==> config.mk <==
export PLATFORM = sky130hd
export DESIGN_NAME = lss_handler
export DESIGN_NICKNAME = d
export VERILOG_FILES = /design/src/lss_pkg.sv /design/src/lss_handler.sv /design/src/lss_sync.sv
export SDC_FILE = /design/constraint.sdc
export NUM_CORES = 1
export LEC_CHECK = 0
export BUFFER_PORTS_ARGS = -buffer_cell sky130_fd_sc_hd__buf_2
export CELL_PAD_IN_SITES_DETAIL_PLACEMENT = 1
export CELL_PAD_IN_SITES_GLOBAL_PLACEMENT = 1
export CORE_MARGIN = 5
export CORE_UTILIZATION = 30
export DETAILED_ROUTE_END_ITERATION = 10
export PLACE_DENSITY_LB_ADDON = 0.1
export SYNTH_ARGS = -nofsm -noshare
export SYNTH_HDL_FRONTEND = slang
export SYNTH_SLANG_ARGS = --single-unit
==> constraint.sdc <==
create_clock -name clk_sys -period 2.5 [get_ports clk_sys]
set_input_delay 0.125 -clock clk_sys [delete_from_list [all_inputs] [get_ports clk_sys]]
set_output_delay 0.125 -clock clk_sys [all_outputs]
set_load 0.01 [all_outputs]
==> src/lss_pkg.sv <==
// Purpose: Constants for the limit switch stop handler
// Assumes: Byte-wide register index, 32-bit data
// Notes:   Shared by the handler top and its tests
package lss_pkg;

  localparam int          DATA_W          = 32;
  localparam int          ADDR_W          = 8;

  // Register indices
  localparam logic [7:0]  ADR_SWITCH_CFG  = 8'h01;
  localparam logic [7:0]  ADR_EVENTS      = 8'h0E;
  localparam logic [7:0]  ADR_STATUS      = 8'h0F;
  localparam logic [7:0]  ADR_HOME_MARGIN = 8'h1E;
  localparam logic [7:0]  ADR_HALT_DECEL  = 8'h2C;
  localparam logic [7:0]  ADR_COMPARE_POS = 8'h32;
  localparam logic [7:0]  ADR_SOFT_LOW    = 8'h33;
  localparam logic [7:0]  ADR_SOFT_HIGH   = 8'h34;
  localparam logic [7:0]  ADR_ORIGIN_POS  = 8'h35;
  localparam logic [7:0]  ADR_CAPTURE_POS = 8'h36;

  // switch_config field positions
  localparam int          CFG_LEFT_EN     = 0;
  localparam int          CFG_RIGHT_EN    = 1;
  localparam int          CFG_POL_LEFT    = 2;
  localparam int          CFG_POL_RIGHT   = 3;
  localparam int          CFG_SWAP        = 4;
  localparam int          CFG_SOFT_STOP   = 5;
  localparam int          CFG_VIRT_L_EN   = 6;
  localparam int          CFG_VIRT_R_EN   = 7;
  localparam int          CFG_VMODE_LO    = 8;
  localparam int          CFG_LATCH_IN_L  = 10;
  localparam int          CFG_LATCH_AC_L  = 11;
  localparam int          CFG_LATCH_IN_R  = 12;
  localparam int          CFG_LATCH_AC_R  = 13;
  localparam int          CFG_USED_W      = 14;

  // Virtual stop slope modes
  localparam logic [1:0]  VMODE_HARD      = 2'h1;
  localparam logic [1:0]  VMODE_LINEAR    = 2'h2;

  // Status and event bit positions
  localparam int          ST_LEFT         = 0;
  localparam int          ST_RIGHT        = 1;
  localparam int          ST_VLEFT        = 2;
  localparam int          ST_VRIGHT       = 3;
  localparam int          ST_TARGET       = 4;
  localparam int          EV_LATCH        = 4;
  localparam int          FLAG_W          = 5;

  // Reset values
  localparam logic [31:0] RST_WORD        = 32'h0000_0000;
  localparam logic [13:0] RST_CFG         = 14'h0000;
  localparam logic [4:0]  RST_FLAGS       = 5'h00;

  // Limit input synchroniser depth
  localparam int          SYNC_STAGES     = 2;

endpackage : lss_pkg

==> src/lss_handler.sv <==
// Purpose: Limit switch detection, stop control, event lock and position capture
// Assumes: Register port strobes are synchronous single-cycle pulses
// Notes:   Ramp generator outside obeys the halt and lock outputs
`timescale 1ns/1ps

// Notes on behaviour
// - Left switch enabled, at its polarity, velocity negative: stop the ramp.
// - Right switch enabled, at its polarity, velocity positive: stop the ramp.
// - Soft stop off: active enabled switch forces velocity to zero at once.
// - Soft stop on: linear deceleration at the stop rate; halt velocity ignored.
// - Stop status flag follows an enabled active switch, clears when inactive.
// - Enabled switch becoming active sets a sticky event until software clears.
// - After velocity reaches zero, motion toward the switch is blocked while event set.
// - Events read clears event and releases lock if switch inactive or disabled.
// - Position captured on four selectable switch transitions, each enabled separately.
// - Polarity zero: inactive on rising, active on falling; polarity one reversed.
// - Swap bit exchanges left and right inputs; enables and polarities stay with the left and right roles.
// - Virtual stop when position at or below low limit or at or above high.
// - Target reached output whenever present position equals goal position.
module lss_handler
  import lss_pkg::*;
(
  input  wire logic              clk_sys,
  input  wire logic              rst_n,
  input  wire logic              left_limit_in,
  input  wire logic              right_limit_in,
  input  wire logic signed [31:0] present_velocity,
  input  wire logic signed [31:0] present_position,
  input  wire logic signed [31:0] goal_position,
  input  wire logic              reg_wr,
  input  wire logic              reg_rd,
  input  wire logic [7:0]        reg_addr,
  input  wire logic [31:0]       reg_wdata,
  output logic      [31:0]       reg_rdata,
  output logic                   reg_rvalid,
  output logic                   halt_hard,
  output logic                   halt_soft,
  output logic      [31:0]       halt_decel_rate,
  output logic                   lock_neg,
  output logic                   lock_pos,
  output logic                   target_reached
);

  logic [13:0]         cfg_ff;
  logic [31:0]         margin_ff;
  logic [31:0]         decel_ff;
  logic [31:0]         compare_ff;
  logic signed [31:0]  low_ff;
  logic signed [31:0]  high_ff;
  logic [31:0]         origin_ff;
  logic [31:0]         capture_ff;
  logic [4:0]          status_ff;
  logic [4:0]          event_ff;
  logic [4:0]          nxt_event;
  logic [31:0]         rdata_ff;
  logic                rvalid_ff;
  logic                halt_hard_ff;
  logic                halt_soft_ff;
  logic [31:0]         decel_out_ff;
  logic                lock_neg_ff;
  logic                lock_pos_ff;
  logic                target_ff;
  logic [1:0]          sw_sync;
  logic                eff_left_ff;
  logic                eff_right_ff;
  logic                eff_left;
  logic                eff_right;
  logic                act_l;
  logic                act_r;
  logic                prev_act_l;
  logic                prev_act_r;
  logic                vact_l;
  logic                vact_r;
  logic                vel_neg;
  logic                vel_pos;
  logic                vel_zero;
  logic                hw_stop;
  logic                v_stop;
  logic                v_linear;
  logic                cap_hit;
  logic                ev_read;
  logic [4:0]          active_now;
  logic [4:0]          rise_now;

  lss_sync #(
    .W      (2),
    .STAGES (SYNC_STAGES)
  ) u_sync (
    .clk_sys (clk_sys),
    .rst_n   (rst_n),
    .d_in    ({right_limit_in, left_limit_in}),
    .q_out   (sw_sync)
  );

  // Role swap of the two inputs
  assign eff_left  = cfg_ff[CFG_SWAP] ? sw_sync[1] : sw_sync[0];
  assign eff_right = cfg_ff[CFG_SWAP] ? sw_sync[0] : sw_sync[1];

  // Switch active at programmed level and enabled
  assign act_l = cfg_ff[CFG_LEFT_EN] & (eff_left == cfg_ff[CFG_POL_LEFT]);
  assign act_r = cfg_ff[CFG_RIGHT_EN] & (eff_right == cfg_ff[CFG_POL_RIGHT]);
  assign prev_act_l = (eff_left_ff == cfg_ff[CFG_POL_LEFT]);
  assign prev_act_r = (eff_right_ff == cfg_ff[CFG_POL_RIGHT]);

  // Virtual limits on signed position
  assign vact_l = cfg_ff[CFG_VIRT_L_EN] & (present_position <= low_ff);
  assign vact_r = cfg_ff[CFG_VIRT_R_EN] & (present_position >= high_ff);

  assign vel_neg  = present_velocity < 0;
  assign vel_pos  = present_velocity > 0;
  assign vel_zero = present_velocity == 0;

  assign hw_stop  = (act_l & vel_neg) | (act_r & vel_pos);
  assign v_stop   = (vact_l & vel_neg) | (vact_r & vel_pos);
  assign v_linear = cfg_ff[CFG_VMODE_LO+1 -: 2] == VMODE_LINEAR;

  // Capture transitions relative to polarity
  assign cap_hit =
      (cfg_ff[CFG_LATCH_IN_L] & prev_act_l & ~(eff_left == cfg_ff[CFG_POL_LEFT]))
    | (cfg_ff[CFG_LATCH_AC_L] & ~prev_act_l & (eff_left == cfg_ff[CFG_POL_LEFT]))
    | (cfg_ff[CFG_LATCH_IN_R] & prev_act_r & ~(eff_right == cfg_ff[CFG_POL_RIGHT]))
    | (cfg_ff[CFG_LATCH_AC_R] & ~prev_act_r & (eff_right == cfg_ff[CFG_POL_RIGHT]));

  assign ev_read    = reg_rd & (reg_addr == ADR_EVENTS);
  assign active_now = {1'b0, vact_r, vact_l, act_r, act_l};
  assign rise_now   = active_now & ~status_ff;

  // Previous effective levels for edges
  always_ff @(posedge clk_sys)
  begin
    if (!rst_n)
    begin
      eff_left_ff  <= 1'b0;
      eff_right_ff <= 1'b0;
    end
    else
    begin
      eff_left_ff  <= eff_left;
      eff_right_ff <= eff_right;
    end
  end

  // Configuration and limit registers
  always_ff @(posedge clk_sys)
  begin
    if (!rst_n)
    begin
      cfg_ff     <= RST_CFG;
      margin_ff  <= RST_WORD;
      decel_ff   <= RST_WORD;
      compare_ff <= RST_WORD;
      low_ff     <= RST_WORD;
      high_ff    <= RST_WORD;
      origin_ff  <= RST_WORD;
    end
    else if (reg_wr)
    begin
      unique case (reg_addr)
        ADR_SWITCH_CFG:  cfg_ff     <= reg_wdata[CFG_USED_W-1:0];
        ADR_HOME_MARGIN: margin_ff  <= reg_wdata;
        ADR_HALT_DECEL:  decel_ff   <= reg_wdata;
        ADR_COMPARE_POS: compare_ff <= reg_wdata;
        ADR_SOFT_LOW:    low_ff     <= reg_wdata;
        ADR_SOFT_HIGH:   high_ff    <= reg_wdata;
        ADR_ORIGIN_POS:  origin_ff  <= reg_wdata;
        default:         cfg_ff     <= cfg_ff;
      endcase
    end
  end

  // Captured position, hardware capture wins
  always_ff @(posedge clk_sys)
  begin
    if (!rst_n)
      capture_ff <= RST_WORD;
    else if (cap_hit)
      capture_ff <= present_position;
    else if (reg_wr && reg_addr == ADR_CAPTURE_POS)
      capture_ff <= reg_wdata;
  end

  // Live status flags
  always_ff @(posedge clk_sys)
  begin
    if (!rst_n)
      status_ff <= RST_FLAGS;
    else
      status_ff <= {present_position == goal_position, active_now[3:0]};
  end

  // Sticky events; new event wins over read clear
  always_comb
  begin
    nxt_event = event_ff;
    if (ev_read)
      nxt_event = event_ff & active_now;
    nxt_event = nxt_event | rise_now;
    if (cap_hit)
      nxt_event[EV_LATCH] = 1'b1;
  end

  always_ff @(posedge clk_sys)
  begin
    if (!rst_n)
      event_ff <= RST_FLAGS;
    else
      event_ff <= nxt_event;
  end

  // Stop outputs to the ramp generator
  always_ff @(posedge clk_sys)
  begin
    if (!rst_n)
    begin
      halt_hard_ff <= 1'b0;
      halt_soft_ff <= 1'b0;
      decel_out_ff <= RST_WORD;
    end
    else
    begin
      halt_hard_ff <= (hw_stop & ~cfg_ff[CFG_SOFT_STOP]) | (v_stop & ~v_linear);
      halt_soft_ff <= (hw_stop & cfg_ff[CFG_SOFT_STOP]) | (v_stop & v_linear);
      decel_out_ff <= decel_ff;
    end
  end

  // Direction locks after standstill
  always_ff @(posedge clk_sys)
  begin
    if (!rst_n)
    begin
      lock_neg_ff <= 1'b0;
      lock_pos_ff <= 1'b0;
    end
    else
    begin
      lock_neg_ff <= (nxt_event[ST_LEFT] | nxt_event[ST_VLEFT])
                     & (lock_neg_ff | vel_zero);
      lock_pos_ff <= (nxt_event[ST_RIGHT] | nxt_event[ST_VRIGHT])
                     & (lock_pos_ff | vel_zero);
    end
  end

  // Target reached pin
  always_ff @(posedge clk_sys)
  begin
    if (!rst_n)
      target_ff <= 1'b0;
    else
      target_ff <= present_position == goal_position;
  end

  // Register read port
  always_ff @(posedge clk_sys)
  begin
    if (!rst_n)
    begin
      rdata_ff  <= RST_WORD;
      rvalid_ff <= 1'b0;
    end
    else
    begin
      rvalid_ff <= reg_rd;
      if (reg_rd)
      begin
        unique case (reg_addr)
          ADR_SWITCH_CFG:  rdata_ff <= {18'h00000, cfg_ff};
          ADR_EVENTS:      rdata_ff <= {27'h0000000, event_ff};
          ADR_STATUS:      rdata_ff <= {27'h0000000, status_ff};
          ADR_HOME_MARGIN: rdata_ff <= margin_ff;
          ADR_HALT_DECEL:  rdata_ff <= decel_ff;
          ADR_COMPARE_POS: rdata_ff <= compare_ff;
          ADR_SOFT_LOW:    rdata_ff <= low_ff;
          ADR_SOFT_HIGH:   rdata_ff <= high_ff;
          ADR_ORIGIN_POS:  rdata_ff <= origin_ff;
          ADR_CAPTURE_POS: rdata_ff <= capture_ff;
          default:         rdata_ff <= RST_WORD;
        endcase
      end
    end
  end

  assign reg_rdata       = rdata_ff;
  assign reg_rvalid      = rvalid_ff;
  assign halt_hard       = halt_hard_ff;
  assign halt_soft       = halt_soft_ff;
  assign halt_decel_rate = decel_out_ff;
  assign lock_neg        = lock_neg_ff;
  assign lock_pos        = lock_pos_ff;
  assign target_reached  = target_ff;

  // Checks
  left_stop_a: assert property (@(posedge clk_sys) disable iff (!rst_n)
    (act_l && vel_neg) |=> (halt_hard_ff || halt_soft_ff))
    else $error("Left stop not raised");

  right_stop_a: assert property (@(posedge clk_sys) disable iff (!rst_n)
    (act_r && vel_pos) |=> (halt_hard_ff || halt_soft_ff))
    else $error("Right stop not raised");

  hard_stop_a: assert property (@(posedge clk_sys) disable iff (!rst_n)
    (hw_stop && !cfg_ff[CFG_SOFT_STOP]) |=> (halt_hard_ff && (!halt_soft_ff
      || $past(v_stop && v_linear))))
    else $error("Hard stop mode wrong");

  soft_stop_a: assert property (@(posedge clk_sys) disable iff (!rst_n)
    (hw_stop && cfg_ff[CFG_SOFT_STOP]) |=> (halt_soft_ff && decel_out_ff == $past(decel_ff)))
    else $error("Linear stop mode wrong");

  status_flag_a: assert property (@(posedge clk_sys) disable iff (!rst_n)
    $fell(sw_sync[0] == cfg_ff[CFG_POL_LEFT]) && !cfg_ff[CFG_SWAP] && $stable(cfg_ff)
      |=> !status_ff[ST_LEFT])
    else $error("Status flag not cleared");

  sticky_event_a: assert property (@(posedge clk_sys) disable iff (!rst_n)
    (event_ff[ST_LEFT] && !ev_read) |=> event_ff[ST_LEFT])
    else $error("Event dropped without read");

  lock_hold_a: assert property (@(posedge clk_sys) disable iff (!rst_n)
    (lock_neg_ff && !ev_read) |=> lock_neg_ff)
    else $error("Lock released without read");

  read_clear_a: assert property (@(posedge clk_sys) disable iff (!rst_n)
    (ev_read && event_ff[ST_RIGHT] && !act_r && !event_ff[ST_VRIGHT] && !vact_r)
      |=> (!event_ff[ST_RIGHT] && !lock_pos_ff))
    else $error("Read did not release");

  capture_a: assert property (@(posedge clk_sys) disable iff (!rst_n)
    cap_hit |=> (capture_ff == $past(present_position)) && event_ff[EV_LATCH])
    else $error("Capture missed");

  virtual_a: assert property (@(posedge clk_sys) disable iff (!rst_n)
    (cfg_ff[CFG_VIRT_R_EN] && present_position >= high_ff) |=> status_ff[ST_VRIGHT])
    else $error("Virtual limit flag missing");

  target_a: assert property (@(posedge clk_sys) disable iff (!rst_n)
    (present_position == goal_position) |=> target_ff)
    else $error("Target reached missing");

endmodule : lss_handler

==> src/lss_sync.sv <==
// Purpose: Multi-stage synchroniser for asynchronous levels
// Assumes: Inputs are slow levels, not pulses
// Notes:   Only the last stage may be read outside
`timescale 1ns/1ps
module lss_sync
  import lss_pkg::*;
#(
  parameter int W      = 2,
  parameter int STAGES = SYNC_STAGES
)(
  input  wire logic         clk_sys,
  input  wire logic         rst_n,
  input  wire logic [W-1:0] d_in,
  output logic      [W-1:0] q_out
);

  logic [W-1:0] stage_ff [STAGES];

  genvar gi;
  generate
    for (gi = 0; gi < STAGES; gi++)
    begin : g_stage
      always_ff @(posedge clk_sys)
      begin
        if (!rst_n)
          stage_ff[gi] <= '0;
        else if (gi == 0)
          stage_ff[gi] <= d_in;
        else
          stage_ff[gi] <= stage_ff[(gi == 0) ? 0 : gi - 1];
      end
    end
  endgenerate

  assign q_out = stage_ff[STAGES-1];

endmodule : lss_sync

## After elaboration in Yosys (flattened, before gate mapping)

Memories as Yosys holds them, arrays and structs flattened.
Index checks and enable logic that the tools add are counted.

- Register bits after elaboration: 320
- RAM bits: 4
- Bits of input ports: 142
- Output and inout port bits: 70
- Logic and storage cells: 108
- Memories kept: 1

Memory list:

| name | depth | width | read ports | clocked after Yosys merged registers in | wr ports | RTL line | text |
|---|---|---|---|---|---|---|---|
| u_sync.stage_ff | 2 | 2 | 2 | 0 | 2 | lss_sync.sv:17 | `logic [W-1:0] stage_ff [STAGES];` |

- Magnitude comparators: 4
- Eq/ne operators: 16
- Muxes and demuxes: 11
- Bitwise gates (word level): 46
- Reductions and logical operators: 10

Operators by type and width:

| operator | count |
|---|---|
| $pmux W32 S10 | 1 |
| $mux W32 | 2 |
| $eq A8 B6 Y1 const B | 6 |
| $eq A32 B32 Y1 | 1 |
| $ge A32 B32 Y1 | 1 |
| $gt A32 B1 Y1 const B | 1 |
| $le A32 B32 Y1 | 1 |
| $logic_not A32 Y1 | 1 |
| $lt A32 B1 Y1 const B | 1 |
| $and A1 B1 Y1 | 23 |
| $eq A8 B4 Y1 const B | 2 |
| $reduce_and A2 Y1 | 7 |
| $or A1 B1 Y1 | 13 |
| $eq A8 B1 Y1 const B | 1 |
| $eq A8 B5 Y1 const B | 1 |
| $not A1 Y1 | 6 |
| $and A4 B5 Y5 | 1 |
| $and A5 B4 Y5 | 1 |
| $mux W1 | 5 |
| $mux W5 | 1 |
| $not A5 Y5 | 1 |
| $or A5 B5 Y5 | 1 |
| $eq A1 B1 Y1 | 4 |
| $mux W2 | 2 |
| other kinds (3) | 3 |

## Longest topological paths before layout

Gate-level depths: netlist of the first run.
An unclocked memory read counts as a cell.

- Word-level depth: 9
- Mapped depth: 9
- Mapped depth without buffers: 9

## Cells and area by module

A second synthesis of the first run with hierarchy kept.

- Cell total of the unflattened synthesis: 1,874
- Area, all modules: 15,182.1 sq um

Modules (own cells, without submodules):

| module | instances | cells each | area an instance (sq um) | seq. area each (sq um) |
|---|---|---|---|---|
| lss_handler | 1 | 1,866 | 15,077.0 | 6,386.1 |
| lss_sync | 1 | 8 | 105.1 | 80.1 |

## Worst setup path after synthesis of the first run

Ideal clock, no wire load.

- Kind: register to register
- Start point: reg low_ff[7]
- End point: reg halt_soft_ff (netlist: halt_soft)
- Library setup time: 0.059 ns
- Arrival: 2.155 ns
- Required time: 2.441 ns
- Slack: 0.286 ns
- Stages on the path, launching flop included: 10
- Path buffers: 0
- Period minus slack after synthesis: 2.214 ns
- Cell sequence: dfxtp_1 inv_1 ha_1 a21oi_1 o21ai_0 a221o_1 a211o_1 a211oi_1 o2111a_1 a221o_1

- Word-level cells in the longest chain between the ends: 6

RTL lines:

| item | RTL line | text |
|---|---|---|
| start, declared | lss_handler.sv:48 | `logic signed [31:0] low_ff;` |
| start signal, assigned | lss_handler.sv:163 | `ADR_SOFT_LOW: low_ff <= reg_wdata;` |
| $le A32 B32 Y1 | lss_handler.sv:106 | `assign vact_l = cfg_ff[CFG_VIRT_L_EN] & (present_position <= low_ff);` |
| $and A1 B1 Y1 | lss_handler.sv:106 |  |
| $and A1 B1 Y1 | lss_handler.sv:114 | `assign v_stop = (vact_l & vel_neg) \| (vact_r & vel_pos);` |
| $or A1 B1 Y1 | lss_handler.sv:114 |  |
| $and A1 B1 Y1 | lss_handler.sv:222 | `halt_soft_ff <= (hw_stop & cfg_ff[CFG_SOFT_STOP]) \| (v_stop & v_linear);` |
| $or A1 B1 Y1 | lss_handler.sv:222 |  |
| end signal, assigned | lss_handler.sv:222 |  |
| end, declared | lss_handler.sv:58 | `logic halt_soft_ff;` |

Every way passes these cells.
A chain may end at the register's enable or synchronous reset.

## Worst setup path after layout of the first run

- Start point: reg low_ff[15]
- End point: reg halt_soft_ff (netlist: halt_soft)

The elaborated chain is that of the path after synthesis.

==> results of run 1 <==
==> registers in the layout (all words and copies together), names as in the netlist, 4 cells and up <==
| signal | cells |
|---|---|
| origin_ff | 32 |
| status_ff | 5 |
| reg_rdata | 32 |
| margin_ff | 32 |
| u_sync.stage_ff | 4 |
| halt_decel_rate | 32 |
| event_ff | 5 |
| low_ff | 32 |
| compare_ff | 32 |
| decel_ff | 32 |
| high_ff | 32 |
| cfg_ff | 14 |
| capture_ff | 32 |
==> per-stage QoR <==
stage | setup TNS [ns] | util (%) | instance area, sq um | hold WS, ns
floorplan | 0 | - | 14990 | 0.2523
detailed placement | 0 | 34.00 | 16920 | 0.3612
CTS | 0 | 37.89 | 18860 | 0.007547
global route | -0.04034 | 37.99 | 18910 | 0.04462
global placement | 0 | 34.00 | 16920 | 0.3473
finish | 0 | 37.99 | 18910 | 0.05538
==> cell families after synthesis <==
kind of cell	synth area share, %
muxes	0.8012
and+or+nand+nor	22.61
AOI/OAI and AO/OA	20.07
adders and majority gates	5.341
buffers and inverters	6.059
xor gates and xnor gates	1.986
DFF	43.13
==> power by group <==
part	total [mW]	internal [mW]	switching, mW	leakage (nW)
Clock	5.73	3.38	2.35	0.630
Sequential	5.17	5.16	0.00769	2.60
Combinational	0.846	0.318	0.528	3.43
Total	11.7	8.85	2.89	6.66
==> final cells by class <==
cell class	instances	area, sq um	share of cell area (%)
Tap cell	672	840.8	4.447
Clock buffer	56	1142	6.042
Sequential cell	323	6467	34.21
Clock inverter	13	115.1	0.6089
Multi-Input combinational cell	1351	7702	40.74
Inverter	66	255.2	1.350
Timing Repair Buffer	340	2382	12.60
==> cells in the mapped netlist, types with 28 or more instances <==
| cell | instances | area, sq um |
|---|---|---|
| a21oi_1 | 273 | 1366 |
| a222oi_1 | 46 | 460.4 |
| a311oi_1 | 32 | 280.3 |
| and2_1 | 41 | 256.5 |
| clkbuf_1 | 105 | 394.1 |
| dfxtp_1 | 323 | 6466 |
| ha_1 | 64 | 800.8 |
| inv_1 | 65 | 244.0 |
| nand2_1 | 511 | 1918 |
| nand2b_1 | 34 | 212.7 |
| nand3_1 | 42 | 210.2 |
| nor2_1 | 69 | 259.0 |
| xnor2_1 | 28 | 245.2 |
==> worst max-delay path: cells and delay by family (launching register included) <==
kind / cells / cell delay (ns)
AO/OA/AOI/OAI: 5 / 1.17
flip-flops: 1 / 0.36
adder cells (fa/ha/maj): 1 / 0.30
AND/OR/NAND/NOR: 2 / 0.29
buffers and inverters: 2 / 0.23
==> final timing paths <==
path                                    startpoint                          endpoint  slack [ns]  cells past startpoint
hold / removal                 present_position[0]        capture_ff[0]$_SDFFE_PN0P_        0.06                      4
setup / recovery           low_ff[15]$_SDFFE_PN0P_              halt_soft$_SDFF_PN0_        0.11                     10
setup reg to reg           low_ff[15]$_SDFFE_PN0P_              halt_soft$_SDFF_PN0_        0.11                     10
hold reg to reg   u_sync.stage_ff[0][1]$_SDFF_PN0_  u_sync.stage_ff[1][1]$_SDFF_PN0_        0.45                      1
==> layer usage <==
layer	global-route usage (%)	wire (microns)	vias up
met4	6.955	1749	0
met5	0	0	-
met2	37.90	29750	424
li1	-	-	6988
met1	31.53	29570	7289
met3	2.856	3404	86
==> repair_timing <==
action                                  in CTS  in global routing
hold buffers                                68                  0
hold endpoints to repair                   241                  0
gates resized for setup                      0                 12
endpoints found under the setup margin       0                 12
==> flow_metrics.py, run 1 <==
metrics = {
    "outcome": {
        "status": "completed",
    },
    "worst_setup_path": {
        "slowest_stage": "dfxtp_1",
        "start_kind": "flop",
        "criticalPathCategory": "reg -> reg",
        "cpPeakStageDelay_ns": 0.36,
        "critical_path.max_fanout": 5,
        "crit_arrival_ns": 2.89,
        "cp-end-kind": "flop",
        "cp_data_required_time_ns": 3.00,
        "crit_top_cell": "a221o_1",
        "crit_chain": "inv_1, ha_1, nand4_1, nor2_1, a221o_1, a211o_1, a211oi_2, buf_4, o2111a_1, a221o_1",
    },
    "placement": {
        "gp_congestion": 0.8047,
        "pre_cts_slack_ns": 0.01744,
        "dpl.cell_count": 2684,
        "hpwl_microns": 44430,
        "io_buffer_count": 211,
    },
    "route": {
        "drt_pass1_iterations": 7,
        "wl_microns": 64470,
        "vias": 14790,
        "antenna_left": 0,
        "drt-initial-drc-count": 1035,
        "viasPerCell": 5.242,
        "wl_per_cell_microns": 22.86,
        "drcViolationCount": 0,
    },
    "final_layout": {
        "drive_gt1_share_pct": 16.94,
        "num-fill-cells": 5976,
        "fin_cells": 2821,
        "final_cell_mix": "nand2_1, dfxtp_1, a21oi_1",
        "finalNetCount": 2328,
        "antenna_cells": 0,
        "synthToLayoutAreaGrowth_pct": 26.11,
        "final_common_cell": "nand2_1",
    },
    "synth": {
        "syn-cell-area_sq_um": 14990,
        "ys_warn_count": 0,
        "synth_cell_types": 59,
        "synth_edf_count": 0,
        "synth-seq-cells": 323,
        "seq_area_frac_synth_pct": 43.13,
        "synth_ff_type": "dfxtp_1",
        "synth.net_count": 2091,
        "syn_avg_cell_area_sq_um": 7.953,
        "synthCells": 1885,
        "async_flop_share_pct": 0,
    },
    "cts": {
        "numCtsBuffers": 40,
        "path_clk_slew_ns": 0.06,
        "cts.sinks": 323,
        "cts_tree": "yes",
        "cts_max_path_buffers": 3,
        "clock-root-buffer": "clkbuf_16",
        "htree_levels": 2,
        "clk_latency_ns": 0.56,
        "postCtsSetupBuffers": 0,
    },
    "die": {
        "fp.coreArea_sq_um": 49760,
        "row_count": 82,
        "initial_core_util_pct": 30.13,
        "die_w_microns": 233.5,
        "die_y_microns": 233.5,
        "pin_count": 212,
        "die-area_sq_um": 54540,
    },
    "pwr": {
        "finalPower_mw": 11.74,
        "p_leak_nw": 6.662,
        "powerDensity_nw_per_um2": 621.0,
        "peakVddDrop_uv": 373.6,
    },
    "sta": {
        "fmax_mhz": 418.2,
        "finClkSkew_ns": 0.009919,
        "worstMarginPinSlew_ns": 0.7392,
        "timing.final.ws_setup_ns": 0.1086,
        "rsz0062_at_grt": "true",
        "setup_viol": 0,
        "drv_slew": 0,
        "period_share_pct": 95.66,
        "fin_crit_ns": 2.391,
        "slew_headroom_pct": 50.26,
        "finalHoldViolCount": 0,
    },
    "flow_run": {
        "maxCapViolCount": 0,
    },
    "grt": {
        "antenna_found_initial": 0,
        "grt_overflow_total": 0,
        "grt_usage_pct": 22.99,
        "grt_pass1_vias": 14900,
        "grt_max_degree": 107,
        "grt_pass1_wl_microns": 95250,
    },
    "min_path": {
        "hold_class": "in -> reg",
    },
}
Power figures use the tool's default switching activity.
==> inputs of run 2 (changes only) <==
- CORE_ASPECT_RATIO: unset -> 0.9
- CTS_CLUSTER_DIAMETER: unset -> 50
==> run 2 against run 1 <==
Compared with the run above:
- utilization grew 1.4 points
- largest cell class unchanged
- critical path type unchanged
- flip-flop and latch count unchanged
- cell count grew 1.2%
==> flow_metrics.py, run 2 (synthesis gave the netlist of run 1 again) <==
metrics = {
    "outcome": {
        "status": "completed",
    },
    "cts": {
        "cts.sinks": 323,
        "clock-root-buffer": "clkbuf_16",
        "path_clk_slew_ns": 0.06,
        "numCtsBuffers": 46,
        "cts_tree": "yes",
        "htree_levels": 2,
        "cts_max_path_buffers": 3,
        "clk_latency_ns": 0.58,
    },
    "die": {
        "die_y_microns": 222.1,
        "fp.coreArea_sq_um": 49330,
        "pin_count": 212,
        "initial_core_util_pct": 30.39,
        "row_count": 77,
        "die_w_microns": 245.6,
        "die-area_sq_um": 54550,
    },
    "placement": {
        "io_buffer_count": 211,
        "hpwl_microns": 44830,
        "post_dp_cell_area_sq_um": 17010,
        "gp_congestion": 0.8644,
    },
    "final_layout": {
        "seq_area_sq_um": 6471,
        "final_common_cell": "nand2_1",
        "final_cell_mix": "nand2_1, dfxtp_1, a21oi_1",
        "postLayoutCoreUtil_pct": 39.42,
        "fin_area_sq_um": 19440,
        "finalNetCount": 2350,
        "num-fill-cells": 5934,
        "multi_input_area_sq_um": 7730,
        "synthToLayoutAreaGrowth_pct": 29.69,
        "drive_gt1_share_pct": 18.48,
    },
    "route": {
        "vias": 14930,
        "antenna_left": 0,
        "wl_per_cell_microns": 22.89,
        "drcViolationCount": 0,
        "viasPerCell": 5.230,
        "drt-initial-drc-count": 1060,
        "wl_microns": 65330,
        "drt_pass1_iterations": 7,
    },
    "worst_setup_path": {
        "cp-end-kind": "flop",
        "criticalPathCategory": "reg -> reg",
        "ff2ff_path_depth": 9,
        "cpPeakStageDelay_ns": 0.38,
        "cp_data_required_time_ns": 2.96,
        "start_kind": "flop",
        "crit_chain": "inv_1, ha_1, nand4_1, nor4_2, a211o_1, a211oi_2, buf_4, o2111a_1, a221o_1",
        "crit_arrival_ns": 2.93,
        "reg2reg_from": "low_ff[15]$_SDFFE_PN0P_",
        "slowest_stage": "nor4_2",
        "critical_path.max_fanout": 5,
        "critPathLaunch": "low_ff[15]$_SDFFE_PN0P_",
    },
    "pwr": {
        "peakVddDrop_uv": 424.0,
        "powerDensity_nw_per_um2": 672.8,
        "finalPower_mw": 13.08,
        "p_leak_nw": 6.914,
    },
    "sta": {
        "slew_headroom_pct": 58.81,
        "worstMarginPinSlew_ns": 0.6178,
        "period_share_pct": 99.03,
        "fmax_mhz": 403.9,
        "setup_viol": 0,
        "finClkSkew_ns": 0.01238,
        "finalHoldViolCount": 0,
        "drv_slew": 0,
        "hold_ws_ns": 0.04401,
        "fin_crit_ns": 2.476,
    },
    "grt": {
        "grt_pass1_vias": 15080,
        "antenna_found_initial": 2,
        "grt_pass1_wl_microns": 97190,
        "grt_usage_pct": 23.18,
        "grt_overflow_total": 0,
        "grt_max_degree": 80,
    },
    "min_path": {
        "hold_path_startpoint": "present_position[14]",
        "hold_class": "in -> reg",
        "min_path_cells": 4,
    },
    "flow_run": {
        "maxCapViolCount": 0,
    },
}
run 2: timing repair:
item                                    4_1_cts  5_1_grt
hold endpoints to repair                    244        0
endpoints found under the setup margin        0       37
buffers inserted                              0        2
gates resized for setup                       0       22
hold buffers                                 68        0
run 2: where the power goes:
group,switching [mW],internal [mW]
Combinational,0.532,0.327
Clock,2.59,4.47
Sequential,0.00786,5.16
Total,3.13,9.95
run 2: final timing paths:
path / to / slack (ns)
min: capture_ff[14]$_SDFFE_PN0P_ / 0.04
min reg2reg: u_sync.stage_ff[1][1]$_SDFF_PN0_ / 0.44
max: halt_soft$_SDFF_PN0_ / 0.02
max reg2reg: halt_soft$_SDFF_PN0_ / 0.02
run 2: per-layer routing:
metal / vias to the layer above / share of wire (%) / GRT usage (%) / routed length (microns)
li1: 7032 / - / - / -
met1: 7316 / 47 / 33.41 / 30720
met2: 498 / 45 / 36.85 / 29260
met3: 79 / 6.2 / 3.243 / 4018
met4: 0 / 2.0 / 5.345 / 1337
met5: - / 0 / 0 / 0
run 2: final cells by class:
class                           instances  share of cell area (%)
Clock buffer                           62                   6.815
Tap cell                              671                   4.318
Sequential cell                       323                   33.28
Antenna cell                            2                 0.02574
Multi-Input combinational cell       1351                   39.76
Timing Repair Buffer                  356                   12.81
Clock inverter                         23                   1.686
Inverter                               66                   1.313
run 2: stage by stage:
step / worst slack [ns] / std cells / TNS [ns]
floorplan: 0.2864 / 1885 / 0
global placement: 0.08985 / 2697 / 0
detailed placement: 0.03709 / 2697 / 0
CTS: 0.02477 / 2850 / 0
global route: -0.05524 / 2852 / -0.05524
finish: 0.02424 / 2854 / 0
run 2: worst max-delay path: cells and delay by family, from the launching register on:
| family | cells | cell delay, ns |
|---|---|---|
| adders and majority gates | 1 | 0.31 |
| buffers and inverters | 2 | 0.23 |
| AOI/OAI and AO/OA | 4 | 0.85 |
| and+or+nand+nor | 2 | 0.60 |
| DFF | 1 | 0.35 |
==> inputs of run 3 (changes only) <==
- GPL_ROUTABILITY_DRIVEN: unset -> 1
- clock period: 2.5 -> 2.32 ns (I/O delays scaled with it)
==> run 3 against run 2 <==
Compared with the run above:
- the flow now finishes with violations (negative setup slack)
- power grew 9.0%
- sequential share of layout area shrank 1.3 points
- global-route usage grew 0.36 points
- non-clock buffer count grew 43
- flip-flop and latch count is the same
- design area grew 4.5%
- via count grew 2.9%
- first-iteration DRC count grew 13%
- maximum frequency grew 4.3%
- register-to-register slack lost 0.08 ns
==> flow_metrics.py, run 3 (synthesis gave the netlist of run 1 again) <==
metrics = {
    "final_layout": {
        "final_common_cell": "nand2_1",
        "finalNetCount": 2394,
        "drive_gt1_share_pct": 23.47,
        "fin_cells": 2896,
        "final_cell_mix": "nand2_1, dfxtp_1, a21oi_1",
        "fin_area_sq_um": 20320,
        "seq_area_sq_um": 6506,
        "multi_input_area_sq_um": 8127,
        "synthToLayoutAreaGrowth_pct": 35.57,
        "num-fill-cells": 5824,
    },
    "route": {
        "vias": 15350,
        "drcViolationCount": 0,
        "antenna_left": 0,
        "viasPerCell": 5.301,
        "wl_microns": 67740,
        "wl_per_cell_microns": 23.39,
        "drt_pass1_iterations": 7,
        "drt-initial-drc-count": 1199,
    },
    "sta": {
        "drv_slew": 0,
        "finClkSkew_ns": 0.01855,
        "fin_crit_ns": 2.373,
        "finalHoldViolCount": 0,
        "setup_viol": 1,
        "timing.final.ws_setup_ns": -0.05349,
        "slew_headroom_pct": 47.80,
        "setup_tns_ns": -0.05349,
        "period_share_pct": 102.3,
        "fmax_mhz": 421.3,
        "rsz0062_at_grt": "true",
        "worstMarginPinSlew_ns": 0.7831,
    },
    "placement": {
        "post_dp_cell_area_sq_um": 17360,
        "hpwl_microns": 45110,
        "dpl.cell_count": 2736,
        "gp_congestion": 0.8241,
        "io_buffer_count": 211,
    },
    "cts": {
        "clk_latency_ns": 0.58,
        "numCtsBuffers": 47,
        "cts_max_path_buffers": 3,
        "htree_levels": 2,
        "clock-root-buffer": "clkbuf_16",
        "path_clk_slew_ns": 0.06,
        "cts.sinks": 323,
        "cts_tree": "yes",
    },
    "grt": {
        "grt_pass1_wl_microns": 99190,
        "grt_max_degree": 57,
        "grt_pass1_vias": 15820,
        "antenna_found_initial": 2,
        "grt_overflow_total": 0,
        "grt_usage_pct": 23.53,
    },
    "die": {
        "die-area_sq_um": 54550,
        "die_w_microns": 245.6,
        "initial_core_util_pct": 30.39,
        "die_y_microns": 222.1,
        "pin_count": 212,
        "fp.coreArea_sq_um": 49330,
        "row_count": 77,
    },
    "min_path": {
        "hold_class": "in -> reg",
    },
    "pwr": {
        "p_leak_nw": 7.245,
        "sw_frac_of_total_pct": 24.29,
        "peakVddDrop_uv": 433.3,
        "p_clk_share_pct": 53.9,
        "internal_power_mw": 10.79,
        "powerDensity_nw_per_um2": 701.5,
        "power_frac_comb_pct": 7.1,
        "switchingPower_mw": 3.463,
        "power_frac_seq_pct": 39.0,
        "finalPower_mw": 14.26,
    },
    "worst_setup_path": {
        "crit_chain": "inv_1, ha_4, nand4_1, nor2_1, a221oi_2, o211ai_1, a32o_2, o2111a_1, a221o_1",
        "crit_arrival_ns": 2.83,
        "path_buf_inv": 1,
        "cpPeakStageDelay_ns": 0.33,
        "slowest_stage": "a32o_2",
        "start_kind": "flop",
        "criticalPathCategory": "reg -> reg",
        "critical_path.max_fanout": 5,
        "cp_data_required_time_ns": 2.77,
        "cp-end-kind": "flop",
        "cp_top_family": "compound AO/OA/AOI/OAI gates",
    },
    "outcome": {
        "violations": "negative setup slack",
        "status": "complete, but fails checks",
    },
    "flow_run": {
        "maxCapViolCount": 0,
    },
}
[run 3: cell count changes in the layout (fill, tap and decap cells not counted), moves of 5 or more]
cell,previous run,this run
dfxtp_1,319,291
dfxtp_2,4,32
o21ai_0,20,14
o21ai_1,1,6
inv_1,65,60
ha_4,0,26
clkbuf_1,8,2
ha_1,64,38
inv_2,0,5
buf_4,63,99
buf_12,14,19
[run 3: metrics by stage]
step / hold slack [ns] / util [%] / setup slack [ns]
after global placement: 0.3420 / 35.20 / -0.06078
after CTS: 0.01039 / 40.18 / -0.0005069
final: 0.03445 / 41.20 / -0.05349
after global routing: 0.002058 / 41.20 / -0.1105
after floorplan: 0.2433 / - / 0.1064
after detailed placement: 0.3379 / 35.20 / -0.09915
[run 3: final timing paths]
check / from / cells past startpoint / end / slack [ns]
max reg2reg: low_ff[26]$_SDFFE_PN0P_ / 9 / halt_soft$_SDFF_PN0_ / -0.05
min reg2reg: u_sync.stage_ff[0][0]$_SDFF_PN0_ / 1 / u_sync.stage_ff[1][0]$_SDFF_PN0_ / 0.44
max: low_ff[26]$_SDFFE_PN0P_ / 9 / halt_soft$_SDFF_PN0_ / -0.05
min: present_position[22] / 4 / capture_ff[22]$_SDFFE_PN0P_ / 0.03
[run 3: layout make-up]
type,instances,area share (%)
flip-flops and latches,323,32.01
repair buffers,399,14.32
clock buffers,60,6.679
inverters,66,1.256
multi-input cells,1351,39.98
well taps,671,4.131
clock inverters,25,1.607
diodes,1,0.01231
[run 3: routing by layer]
metal,global-route usage (%),up-vias,part of all wire (%)
met1,33.08,7614,47
met3,3.990,90,6.3
met2,37.66,519,44
met5,0,-,0
met4,5.920,0,2.7
li1,-,7128,-
[run 3: timing repair]
| action | CTS | global route |
|---|---|---|
| buffers inserted | 0 | 6 |
| hold buffers | 67 | 1 |
| endpoints found under the setup margin | 6 | 21 |
| cloned | 0 | 2 |
| pin swaps | 15 | 32 |
| gates resized for setup | 24 | 77 |
| endpoints found under the hold margin | 248 | 1 |
[run 3: power by group through the flow]
| stage | registers, mW | logic (mW) | clock network (mW) |
|---|---|---|---|
| after global routing | 5.57 | 1.08 | 8.05 |
| final | 5.57 | 1.01 | 7.68 |
| after CTS | 5.57 | 0.956 | 7.84 |
| after global placement | 5.69 | 0.844 | 0 |
| after floorplan | 5.69 | 0.363 | 0 |
| after detailed placement | 5.69 | 0.853 | 0 |
[run 3: worst reg2reg max path, stage by stage, from the launching register on]
cell and delay (ns):
dfxtp_2 0.32, inv_1 0.11, ha_4 0.22, nand4_1 0.20, nor2_1 0.10, a221oi_2 0.23, o211ai_1 0.20, a32o_2 0.33
o2111a_1 0.28, a221o_1 0.27
